$ cat src/logic/asrc_consts.svh
`ifndef ASRC_CONSTS_SVH
`define ASRC_CONSTS_SVH
// ----------------------------------------
// Clock
// ----------------------------------------
`define ASRC_CLK_PERIOD_NS 8
// ----------------------------------------
// Speed-grade timing in ns (fast / slow)
// ----------------------------------------
`define ASRC_T_AA_FAST_NS 45
`define ASRC_T_AA_SLOW_NS 55
`define ASRC_T_DOE_FAST_NS 22
`define ASRC_T_DOE_SLOW_NS 25
`define ASRC_T_DBE_FAST_NS 22
`define ASRC_T_DBE_SLOW_NS 25
`define ASRC_T_OHA_NS 10
`define ASRC_T_HZ_NS 18
`define ASRC_T_HZWE_FAST_NS 18
`define ASRC_T_HZWE_SLOW_NS 20
`define ASRC_T_LZWE_NS 10
`define ASRC_T_AW_FAST_NS 35
`define ASRC_T_AW_SLOW_NS 45
`define ASRC_T_SD_NS 25
`define ASRC_T_RC_FAST_NS 45
`define ASRC_T_RC_SLOW_NS 55
// ----------------------------------------
// Cycle counts: least and longest times all round up; ASRC_CYC_DN is not used
// ----------------------------------------
`define ASRC_CYC_UP(ns) (((ns) + `ASRC_CLK_PERIOD_NS - 1) / `ASRC_CLK_PERIOD_NS)
`define ASRC_CYC_DN(ns) (((ns) / `ASRC_CLK_PERIOD_NS) < 1 ? 1 : ((ns) / `ASRC_CLK_PERIOD_NS))
// Read sample delay covers the slowest of address, select, enable to valid
`define ASRC_RD_CYC_FAST (`ASRC_CYC_UP(`ASRC_T_AA_FAST_NS) + 2)
`define ASRC_RD_CYC_SLOW (`ASRC_CYC_UP(`ASRC_T_AA_SLOW_NS) + 2)
// Write strobe width: data setup plus release time
`define ASRC_WR_CYC_FAST `ASRC_CYC_UP(`ASRC_T_SD_NS + `ASRC_T_HZWE_FAST_NS)
`define ASRC_WR_CYC_SLOW `ASRC_CYC_UP(`ASRC_T_SD_NS + `ASRC_T_HZWE_SLOW_NS)
// Bus turnaround after a read before the host drives data
`define ASRC_TURN_CYC `ASRC_CYC_UP(`ASRC_T_HZ_NS)
// Recovery after a write before outputs may be enabled again
`define ASRC_REC_CYC `ASRC_CYC_UP(`ASRC_T_LZWE_NS)
// Least cycle time
`define ASRC_RC_CYC_FAST `ASRC_CYC_UP(`ASRC_T_RC_FAST_NS)
`define ASRC_RC_CYC_SLOW `ASRC_CYC_UP(`ASRC_T_RC_SLOW_NS)
`endif

$ cat src/logic/asrc_pkg.sv
package asrc_pkg;
    // ----------------------------------------
    // Pin group, request and answer types
    // ----------------------------------------
    typedef struct packed {
        logic [17:0] addr;
        logic select_primary_n;
        logic select_secondary_hi;
        logic write_en_n;
        logic out_en_n;
        logic upper_byte_en_n;
        logic lower_byte_en_n;
    } asrc_pins_type;

    typedef struct packed {
        logic write;
        logic [1:0] byte_en;
        logic [17:0] addr;
        logic [15:0] wdata;
    } asrc_req_type;

    typedef struct packed {
        logic [15:0] rdata;
        logic corrected;
    } asrc_rsp_type;
endpackage

$ cat src/logic/asrc_ctrl.sv
`timescale 1ns/1ns
`include "asrc_consts.svh"
// How it works
// - Host holds write address stable long enough before the write ends.
// - Host sets address no later than write start.
// - Host keeps address unchanged until the write ends.
// - Host holds chosen byte enables low long enough before write end.
// - Host drives write data long enough before write end, until the end.
// - Write needs strobe, both selects, a byte enable; any one ends it.
// - Host times data setup and hold against the signal ending the write.
// - Strobe-ended write with outputs enabled lasts setup plus release time.
module asrc_ctrl
    import asrc_pkg::*;
#(
    parameter bit SLOW_GRADE = 1'b0
)
(
    // Clock and reset
    input wire logic i_clk,
    input wire logic i_rst,
    // Request port
    input wire logic i_req_valid,
    input wire asrc_req_type i_req,
    output logic o_req_ready,
    // Answer port
    output logic o_rsp_valid,
    output asrc_rsp_type o_rsp,
    // Memory pins
    output asrc_pins_type o_pins,
    input wire logic [15:0] i_data,
    output logic [15:0] o_data,
    output logic [15:0] o_data_oe,
    input wire logic i_corrected
);
    // ----------------------------------------
    // Timing counts for the chosen grade
    // ----------------------------------------
    localparam logic [3:0] RD_CYC = SLOW_GRADE ? 4'(`ASRC_RD_CYC_SLOW) : 4'(`ASRC_RD_CYC_FAST);
    localparam logic [3:0] WR_CYC = SLOW_GRADE ? 4'(`ASRC_WR_CYC_SLOW) : 4'(`ASRC_WR_CYC_FAST);
    localparam logic [3:0] RC_CYC = SLOW_GRADE ? 4'(`ASRC_RC_CYC_SLOW) : 4'(`ASRC_RC_CYC_FAST);
    localparam logic [3:0] TURN_CYC = 4'(`ASRC_TURN_CYC);
    localparam logic [3:0] REC_CYC = 4'(`ASRC_REC_CYC);
    // Edges from take to the sampled answer pulse, for the checks below
    localparam int RD_LAT = SLOW_GRADE ? `ASRC_RD_CYC_SLOW + 1 : `ASRC_RD_CYC_FAST + 1;

    typedef enum logic [4:0] {
        ST_IDLE = 5'h01,
        ST_READ = 5'h02,
        ST_TURN = 5'h04,
        ST_WRITE = 5'h08,
        ST_REC = 5'h10
    } asrc_state_type;

    // ----------------------------------------
    // Synchronised pin inputs
    // ----------------------------------------
    logic [16:0] pin_in_s;
    asrc_sync #(.W(17)) u_sync (
        .i_clk(i_clk),
        .i_rst(i_rst),
        .i_d({i_corrected, i_data}),
        .o_q(pin_in_s)
    );

    // Idle pin state: deselected, all strobes inactive
    function automatic asrc_pins_type idle_pins(input logic [17:0] a);
        asrc_pins_type p;
        p = '{a, 1'b1, 1'b0, 1'b1, 1'b1, 1'b1, 1'b1};
        return p;
    endfunction

    asrc_state_type state_r, state_nxt;
    logic [3:0] cnt_r, cnt_nxt;
    logic [3:0] gap_r, gap_nxt;
    asrc_req_type req_r, req_nxt;
    asrc_pins_type pins_r, pins_nxt;
    logic [15:0] dout_r, dout_nxt;
    logic [15:0] oe_r, oe_nxt;
    logic rdy_r, rdy_nxt;
    logic rv_r, rv_nxt;
    asrc_rsp_type rsp_r, rsp_nxt;

    // ----------------------------------------
    // Cycle sequencer next state
    // ----------------------------------------
    always_comb
    begin
        state_nxt = state_r;
        cnt_nxt = cnt_r;
        gap_nxt = (gap_r != 4'h0) ? gap_r - 4'h1 : 4'h0;
        req_nxt = req_r;
        pins_nxt = pins_r;
        dout_nxt = dout_r;
        oe_nxt = oe_r;
        rdy_nxt = 1'b0;
        rv_nxt = 1'b0;
        rsp_nxt = rsp_r;
        case (state_r)
            ST_IDLE:
            begin
                rdy_nxt = (gap_nxt == 4'h0);
                if (i_req_valid && rdy_r)
                begin
                    req_nxt = i_req;
                    cnt_nxt = 4'h0;
                    gap_nxt = RC_CYC;
                    rdy_nxt = 1'b0;
                    // Address and both selects together
                    pins_nxt.addr = i_req.addr;
                    pins_nxt.select_primary_n = 1'b0;
                    pins_nxt.select_secondary_hi = 1'b1;
                    pins_nxt.upper_byte_en_n = ~i_req.byte_en[1];
                    pins_nxt.lower_byte_en_n = ~i_req.byte_en[0];
                    if (i_req.write)
                    begin
                        // Outputs stay disabled so the strobe alone sets width
                        pins_nxt.write_en_n = 1'b0;
                        dout_nxt = i_req.wdata;
                        oe_nxt = {{8{i_req.byte_en[1]}}, {8{i_req.byte_en[0]}}};
                        state_nxt = ST_WRITE;
                    end
                    else
                    begin
                        pins_nxt.out_en_n = 1'b0;
                        state_nxt = ST_READ;
                    end
                end
            end
            ST_READ:
            begin
                cnt_nxt = cnt_r + 4'h1;
                // Sample after address, select and enable access times
                if (cnt_r == RD_CYC - 4'h1)
                begin
                    rv_nxt = 1'b1;
                    rsp_nxt.rdata = pin_in_s[15:0];
                    rsp_nxt.corrected = pin_in_s[16];
                    // Address held while data is sampled
                    pins_nxt = idle_pins(req_r.addr);
                    cnt_nxt = 4'h0;
                    state_nxt = ST_TURN;
                end
            end
            ST_TURN:
            begin
                // Wait for the memory to release the bus
                cnt_nxt = cnt_r + 4'h1;
                if (cnt_r == TURN_CYC - 4'h1)
                begin
                    cnt_nxt = 4'h0;
                    state_nxt = ST_IDLE;
                end
            end
            ST_WRITE:
            begin
                cnt_nxt = cnt_r + 4'h1;
                // Strobe width covers address, byte and data setup
                if (cnt_r == WR_CYC - 4'h1)
                begin
                    // Strobe ends the write; address and data held this edge
                    pins_nxt.write_en_n = 1'b1;
                    cnt_nxt = 4'h0;
                    state_nxt = ST_REC;
                end
            end
            ST_REC:
            begin
                // Zero hold: release data and deselect, then allow recovery
                pins_nxt = idle_pins(req_r.addr);
                oe_nxt = 16'h0000;
                cnt_nxt = cnt_r + 4'h1;
                if (cnt_r == REC_CYC - 4'h1)
                begin
                    cnt_nxt = 4'h0;
                    state_nxt = ST_IDLE;
                end
            end
            default:
            begin
                state_nxt = ST_IDLE;
                pins_nxt = idle_pins(18'h00000);
                oe_nxt = 16'h0000;
            end
        endcase
    end

    // ----------------------------------------
    // State registers
    // ----------------------------------------
    always_ff @(posedge i_clk or posedge i_rst)
    begin
        if (i_rst)
        begin
            state_r <= ST_IDLE;
            cnt_r <= 4'h0;
            gap_r <= 4'h0;
            req_r <= '0;
            pins_r <= '{18'h00000, 1'b1, 1'b0, 1'b1, 1'b1, 1'b1, 1'b1};
            dout_r <= 16'h0000;
            oe_r <= 16'h0000;
            rdy_r <= 1'b0;
            rv_r <= 1'b0;
            rsp_r <= '0;
        end
        else
        begin
            state_r <= state_nxt;
            cnt_r <= cnt_nxt;
            gap_r <= gap_nxt;
            req_r <= req_nxt;
            pins_r <= pins_nxt;
            dout_r <= dout_nxt;
            oe_r <= oe_nxt;
            rdy_r <= rdy_nxt;
            rv_r <= rv_nxt;
            rsp_r <= rsp_nxt;
        end
    end

    assign o_pins = pins_r;
    assign o_data = dout_r;
    assign o_data_oe = oe_r;
    assign o_req_ready = rdy_r;
    assign o_rsp_valid = rv_r;
    assign o_rsp = rsp_r;
endmodule

$ cat src/logic/asrc_sync.sv
`timescale 1ns/1ns
// Two-flop synchroniser for pin inputs
module asrc_sync
    import asrc_pkg::*;
#(
    parameter int W = 1
)
(
    // Clock and reset
    input wire logic i_clk,
    input wire logic i_rst,
    // Data
    input wire logic [W-1:0] i_d,
    output logic [W-1:0] o_q
);
    logic [W-1:0] meta_r;
    logic [W-1:0] meta_nxt;
    logic [W-1:0] q_r;
    logic [W-1:0] q_nxt;

    // Next values
    always_comb
    begin
        meta_nxt = i_d;
        q_nxt = meta_r;
    end

    // Register stages
    always_ff @(posedge i_clk or posedge i_rst)
    begin
        if (i_rst)
        begin
            meta_r <= '0;
            q_r <= '0;
        end
        else
        begin
            meta_r <= meta_nxt;
            q_r <= q_nxt;
        end
    end

    assign o_q = q_r;
endmodule

$ cat config.mk
export PLATFORM = sky130hd
export DESIGN_NAME = asrc_ctrl
export DESIGN_NICKNAME = d
export VERILOG_FILES = /design/src/logic/asrc_pkg.sv /design/src/logic/asrc_ctrl.sv /design/src/logic/asrc_sync.sv
export VERILOG_INCLUDE_DIRS = /design/src /design/src/logic
export SDC_FILE = /design/constraint.sdc
export NUM_CORES = 1
export LEC_CHECK = 0
export ABC_AREA = 1
export BUFFER_PORTS_ARGS = -buffer_cell sky130_fd_sc_hd__clkbuf_2
export CAP_MARGIN = 10
export CELL_PAD_IN_SITES_DETAIL_PLACEMENT = 1
export CELL_PAD_IN_SITES_GLOBAL_PLACEMENT = 1
export CORE_MARGIN = 2
export CORE_UTILIZATION = 40
export CTS_BUF_LIST = sky130_fd_sc_hd__clkbuf_4
export DETAILED_ROUTE_END_ITERATION = 8
export GPL_TIMING_DRIVEN = 0
export PLACE_DENSITY_LB_ADDON = 0.1
export SKIP_CTS_REPAIR_TIMING = 1
export SYNTH_ARGS = -nofsm -noshare
export SYNTH_HDL_FRONTEND = slang
export SYNTH_SLANG_ARGS = --single-unit
$ cat constraint.sdc
create_clock -name i_clk -period 4.9 [get_ports i_clk]
set_input_delay 0.245 -clock i_clk [delete_from_list [all_inputs] [get_ports i_clk]]
set_output_delay 0.245 -clock i_clk [all_outputs]
set_load 0.02 [all_outputs]
==> run_results.csv, run 1 <==
group,metric,value,unit
run_status,status,"completed",
sta,final-hold-violation-count,0,
yosys,ys_types,29,
drt,drc,0,
floorplanning,die_y,117,microns
power,clkPwrFrac,0.209,
sta,finalSetupViolCount,0,
cts,cts_buffer_depth,2,
yosys,yosysTopAreaCell,"dfrtp_1",
sta,skew,0.0128,ns
drt,drt_iter0_drc,157,
sta,period_share,0.385,
drt,routedWlPerCell,14.7,microns
power,power_frac_seq,0.398,
yosys,synth_top_area_share,0.589,
cts,clock-sinks,126,
place,place_inst,874,
yosys,syn_inst,571,
global_routing,grt_overflow,0,
drt,vias_per_cell,4.60,
floorplanning,io_pins,132,
yosys,yosys-top-cells-area,"dfrtp_1, nand2_1, nand3_1",
floorplanning,rows,41,
setup_path,start_kind,"register",
power,p_sw,1.57,mW
final_layout,area_growth,34.2,%
hold_path,hold_path_class,"primary input to register",
yosys,syn_area,5100,sq um
yosys,synthArstFlopShare,1.00,
yosys,synth_area_per_cell,8.93,sq um
global_routing,grt_pass1_vias,4289,
final_layout,drive_above_1_share,0.271,
setup_path,reg2reg_depth,8,
sta,max_freq,530,MHz
power,intPower,2.25,mW
yosys,synth_edf_count,0,
cts,clockRootBuffer,"clkbuf_4",
sta,tightest_slew,0.537,ns
cts,htree_levels,4,
cts,numCtsBuffers,17,
floorplanning,fp.coreArea,12500,sq um
power,switching_share,0.410,
final_layout,fillers,1557,
cts,clock_latency,0.55,ns
setup_path,cp-endpoint,"o_pins[8]",
cts,cts_tree,"built",
setup_path,crit_required,5.39,ns
final_layout,finalNetCount,834,
power,p_leak,3.89,nW
floorplanning,die-area,13700,sq um
global_routing,antenna_found_initial,0,
setup_path,arrival,2.38,ns
final_layout,post-route-util,0.546,
setup_path,r2r_setup_slack,3.01,ns
floorplanning,die_w,117,microns
final_layout,final_cells,959,
global_routing,grt_max_degree,72,
place,finalWeightedCongestion,0.790,
yosys,synth_nets,631,
yosys,yosysSeqAreaShare,0.620,
global_routing,grt.total_usage,0.199,
setup_path,critPathMaxFanout,10,
drt,vias,4415,
drt,first_pass_iters,4,
yosys,synthFlopType,"dfrtp_1",
power,power_density,559,nW/um^2
power,vdd_drop_max,0.250,mV
drt,ant_nets,0,
yosys,yosysWarnings,0,
setup_path,rr_endpoint,"o_pins[8]",
run,cap_violations,0,
place,io_buffers,130,
place,dpl.hpwl,9320,microns
cts,path_clk_slew,0.11,ns
setup_path,critPathLaunch,"cnt_r[0]",
sta,drv_slew,0,
power,pwr-share-comb,0.394,
floorplanning,start_util,0.407,
final_layout,n_antenna_cell,0,
sta,grt_setup_unrepaired,"no",
drt,finalWirelength,14100,microns
sta,post-route-min-period,1.89,ns
sta,slew_headroom,0.642,
setup_path,reg2reg_from,"cnt_r[0]",
hold_path,hold_depth,4,
global_routing,grt_pass1_wl,20800,microns
setup_path,timing_worst_setup_path_type,"register to register",
yosys,ys_seq_elements,126,
setup_path,endpoint_kind,"register",
## through the flow
step	instance area (sq um)	hold WS (ns)	setup WS [ns]	setup TNS [ns]	total power [mW]
finish	6840	0.0235	3.01	0	3.82
global route	6840	0.0677	2.77	0	4.13
CTS	6310	-0.283	3.01	0	3.82
detailed placement	6000	0.335	3.05	0	3.01
global placement	5960	0.332	-0.121	-13.67	2.95
floorplan	5100	0.276	1.31	0	2.50
## area by class of cell
class,instances,area (sq um),share of cell area
buffer,32,208,0.0304
clock buffer,19,143,0.0209
clock inverter,13,171,0.0251
inverter,25,101,0.0148
multi-input combinational,388,1630,0.239
sequential,126,3160,0.462
tap,172,215,0.0315
timing repair buffer,184,1210,0.177
## metal layers
layer  GRT usage  share of wire  wire (microns)
met1       0.244           0.43            6060
met2       0.328           0.50            7040
met3      0.0597          0.052             726
met4      0.0816          0.017             232
met5           0              0               0
## worst min path at each step
stage                           startpoint                to  slack (ns)
after floorplan                  i_data[0]  u_sync.meta_r[0]        0.28
after global placement    u_sync.meta_r[0]     u_sync.o_q[0]        0.33
after detailed placement             i_rst        o_pins[23]        0.34
after CTS                            i_rst         req_r[31]       -0.28
after global routing             i_req[35]         o_pins[1]        0.07
final                            i_req[35]         o_pins[1]        0.02
## critical path: stages (launching register included)
cell,delay (ns)
dfrtp_1,0.44
ha_1,0.22
nand3_1,0.12
nand3_1,0.15
nand2_1,0.11
nor2_1,0.31
buf_2,0.31
nand2_1,0.11
nand2_1,0.07
## placed cells by master (no fill, tap or decap), drive strengths merged, types with 4 or more instances in the layout
cell / count
buf: 31
nor2: 28
nand2: 300
dfrtp: 120
inv: 25
nand3: 39
dlygate4sd3: 53
o21ai: 6
bufinv: 4
clkinv: 8
dfstp: 6
clkbuf: 151
## state kept, by name, indices dropped and copies added, names as in the netlist
signal / flops
o_data: 16
u_sync.meta_r: 17
o_rsp_valid: 1
u_sync.o_q: 17
o_data_oe: 2
req_r: 18
gap_r: 4
state_r: 5
o_rsp: 17
cnt_r: 4
o_req_ready: 1
o_pins: 24
## synth_stat cells, types with 2 or more instances
library cell  instances
inv_2                 4
inv_1                20
o21ai_1               2
nand3_1              38
dfrtp_1             120
xor2_1                2
dfstp_2               6
nor2_2                3
buf_4                15
buf_6                 2
buf_2                13
o21ai_0               4
ha_1                  3
nor2_1               23
nand2_1             296
nand4_1               3
clkbuf_1              2
nand2_2               4
## kinds of logic (layout without fill, tap and decap cells)
logic type | after synthesis | after routing | synth area share
adder cells (fa/ha/maj) | 3 | 3 | 0.00736
buffers and inverters | 57 | 273 | 0.0596
flip-flops | 126 | 126 | 0.620
AND/OR/NAND/NOR | 374 | 374 | 0.299
XOR/XNOR | 2 | 2 | 0.00344
AO/OA/AOI/OAI | 9 | 9 | 0.0103
## power by group through the flow
stage               Combinational, mW  Clock [mW]  Sequential, mW
detailed placement               1.48           0            1.53
global route                     1.70       0.867            1.56
finish                           1.50       0.797            1.52
CTS                              1.48       0.821            1.52
global placement                 1.43           0            1.52
floorplan                       0.789           0            1.71
Note: power is estimated with default switching activity, not from simulation.
==> run 2: changes to the inputs <==
--- a/config.mk
+++ b/config.mk
@@ -12,7 +12,7 @@
 export CELL_PAD_IN_SITES_DETAIL_PLACEMENT = 1
 export CELL_PAD_IN_SITES_GLOBAL_PLACEMENT = 1
 export CORE_MARGIN = 2
-export CORE_UTILIZATION = 40
+export CORE_UTILIZATION = 37
 export CTS_BUF_LIST = sky130_fd_sc_hd__clkbuf_4
 export DETAILED_ROUTE_END_ITERATION = 8
 export GPL_TIMING_DRIVEN = 0
==> constraint.sdc (replaced) <==
create_clock -name i_clk -period 1.65 [get_ports i_clk]
set_input_delay 0.0825 -clock i_clk [delete_from_list [all_inputs] [get_ports i_clk]]
set_output_delay 0.0825 -clock i_clk [all_outputs]
set_load 0.02 [all_outputs]
==> run_results.csv, run 2 (same netlist as run 1, synthesis figures left out) <==
group,metric,value,unit
run_status,status,"completed",
floorplanning,start_util,0.382,
place,dpl.hpwl,9490,microns
global_routing,grt_max_degree,44,
floorplanning,fp.coreArea,13300,sq um
final_layout,post-route-util,0.541,
power,vdd_drop_max,0.693,mV
hold_path,hold_path_class,"primary input to asynchronous set/reset pin",
place,finalWeightedCongestion,0.823,
cts,clockRootBuffer,"clkbuf_4",
setup_path,reg2reg_depth,7,
sta,max_freq,616,MHz
place,placed_area,6030,sq um
power,p_leak,4.04,nW
cts,numCtsBuffers,17,
final_layout,largest_reg_flops,24,
setup_path,cp-endpoint,"o_data[10]",
sta,finalSetupViolCount,0,
place,place_inst,880,
power,power_density,1630,nW/um^2
drt,finalWirelength,14400,microns
sta,post-route-min-period,1.62,ns
sta,slew_headroom,0.693,
setup_path,r2r_setup_slack,0.03,ns
setup_path,crit_required,2.08,ns
setup_path,timing_worst_setup_path_type,"register to register",
sta,grt_setup_unrepaired,"yes",
final_layout,fillers,1607,
sta,whs,0.0676,ns
cts,path_clk_slew,0.11,ns
final_layout,area_growth,41.7,%
setup_path,rr_endpoint,"o_data[10]",
drt,drc,0,
global_routing,met1_usage,0.238,
global_routing,met3_usage,0.0545,
global_routing,grt.total_usage,0.189,
floorplanning,io_pins,132,
sta,period_share,0.983,
setup_path,critPathMaxFanout,8,
cts,clock-sinks,126,
setup_path,start_kind,"register",
place,io_buffers,130,
drt,first_pass_iters,4,
sta,worst_slack,0.0273,ns
sta,final-hold-violation-count,0,
global_routing,grt_overflow,0,
final_layout,mostFrequentLayoutCells,"nand2_1, clkbuf_2, dfrtp_1",
floorplanning,die_w,121,microns
cts,htree_levels,4,
run,cap_violations,0,
global_routing,grt_pass1_vias,4417,
setup_path,arrival,2.05,ns
drt,routedWlPerCell,14.6,microns
drt,ant_nets,0,
floorplanning,rows,42,
cts,clock_latency,0.53,ns
setup_path,critPathLaunch,"state_r[3]",
setup_path,endpoint_kind,"register",
final_layout,finalNetCount,859,
final_layout,final_common_cell,"nand2_1",
sta,drv_slew,0,
cts,cts_buffer_depth,2,
floorplanning,die-area,14700,sq um
sta,skew,0.0170,ns
cts,cts_tree,"built",
global_routing,grt_pass1_wl,21600,microns
setup_path,reg2reg_from,"state_r[3]",
place,place_ws,-0.200,ns
floorplanning,die_y,121,microns
sta,tightest_slew,0.460,ns
global_routing,antenna_found_initial,0,
drt,drt_iter0_drc,218,
power,power.total,11.8,mW
final_layout,final_cells,987,
final_layout,n_antenna_cell,0,
global_routing,busiest_layer,"met2",
drt,vias_per_cell,4.56,
global_routing,met2_usage,0.311,
final_layout,stdcell_area,7220,sq um
final_layout,drive_above_1_share,0.309,
drt,vias,4496,
sta,timing.setup.tns,0,ns
run 2: cell types whose count changed in the layout (fill, tap and decap cells not counted), moves of 3 or more:
| cell | previous run | this run |
|---|---|---|
| buf_8 | 0 | 3 |
| buf_12 | 0 | 4 |
| buf_4 | 15 | 35 |
| nand2_4 | 0 | 4 |
| clkinvlp_4 | 1 | 5 |
| nand3_2 | 0 | 4 |
| buf_6 | 2 | 10 |
| nand3_1 | 38 | 34 |
| dfrtp_1 | 120 | 117 |
| dlygate4sd3_1 | 53 | 56 |
| nand2_1 | 296 | 292 |
| buf_2 | 13 | 0 |
| dfrtp_2 | 0 | 3 |
run 2: final cells by class:
type | instances | area (sq um) | area share
Sequential cell | 126 | 3160 | 0.438
Multi-Input combinational cell | 388 | 1710 | 0.236
Timing Repair Buffer | 209 | 1440 | 0.200
Buffer | 32 | 285 | 0.0395
Tap cell | 176 | 220 | 0.0305
Clock inverter | 13 | 164 | 0.0227
Clock buffer | 18 | 135 | 0.0187
Inverter | 25 | 108 | 0.0149
run 2: how the worst min path moves through the flow:
stage	startpoint	endpoint	cells after the start
after floorplan	i_data[0]	u_sync.meta_r[0]	0
after global placement	i_data[8]	u_sync.meta_r[8]	1
after detailed placement	i_rst	u_sync.meta_r[16]	2
after CTS	i_rst	u_sync.o_q[15]	2
after global routing	i_rst	o_rsp[16]	3
final	i_rst	o_rsp[10]	3
run 2: where the power goes:
group / leakage [nW] / internal [mW] / switching (mW) / total (mW)
Clock: 0.149 / 1.07 / 1.20 / 2.27
Combinational: 2.31 / 1.89 / 3.11 / 5.00
Sequential: 1.58 / 3.98 / 0.526 / 4.51
run 2: metal layers:
metal  up-vias  part of all wire
li1       2202                 -
met1      2174              0.45
met2       103              0.50
met3        17             0.041
met4         0             0.014
met5         -                 0
run 2: worst max-delay path, stage by stage (launching register included):
cell,delay (ns)
dfrtp_1,0.43
nor2_4,0.26
nand3_4,0.20
nor2_8,0.23
nand2_4,0.11
buf_4,0.16
nand2_1,0.06
nand2_1,0.06
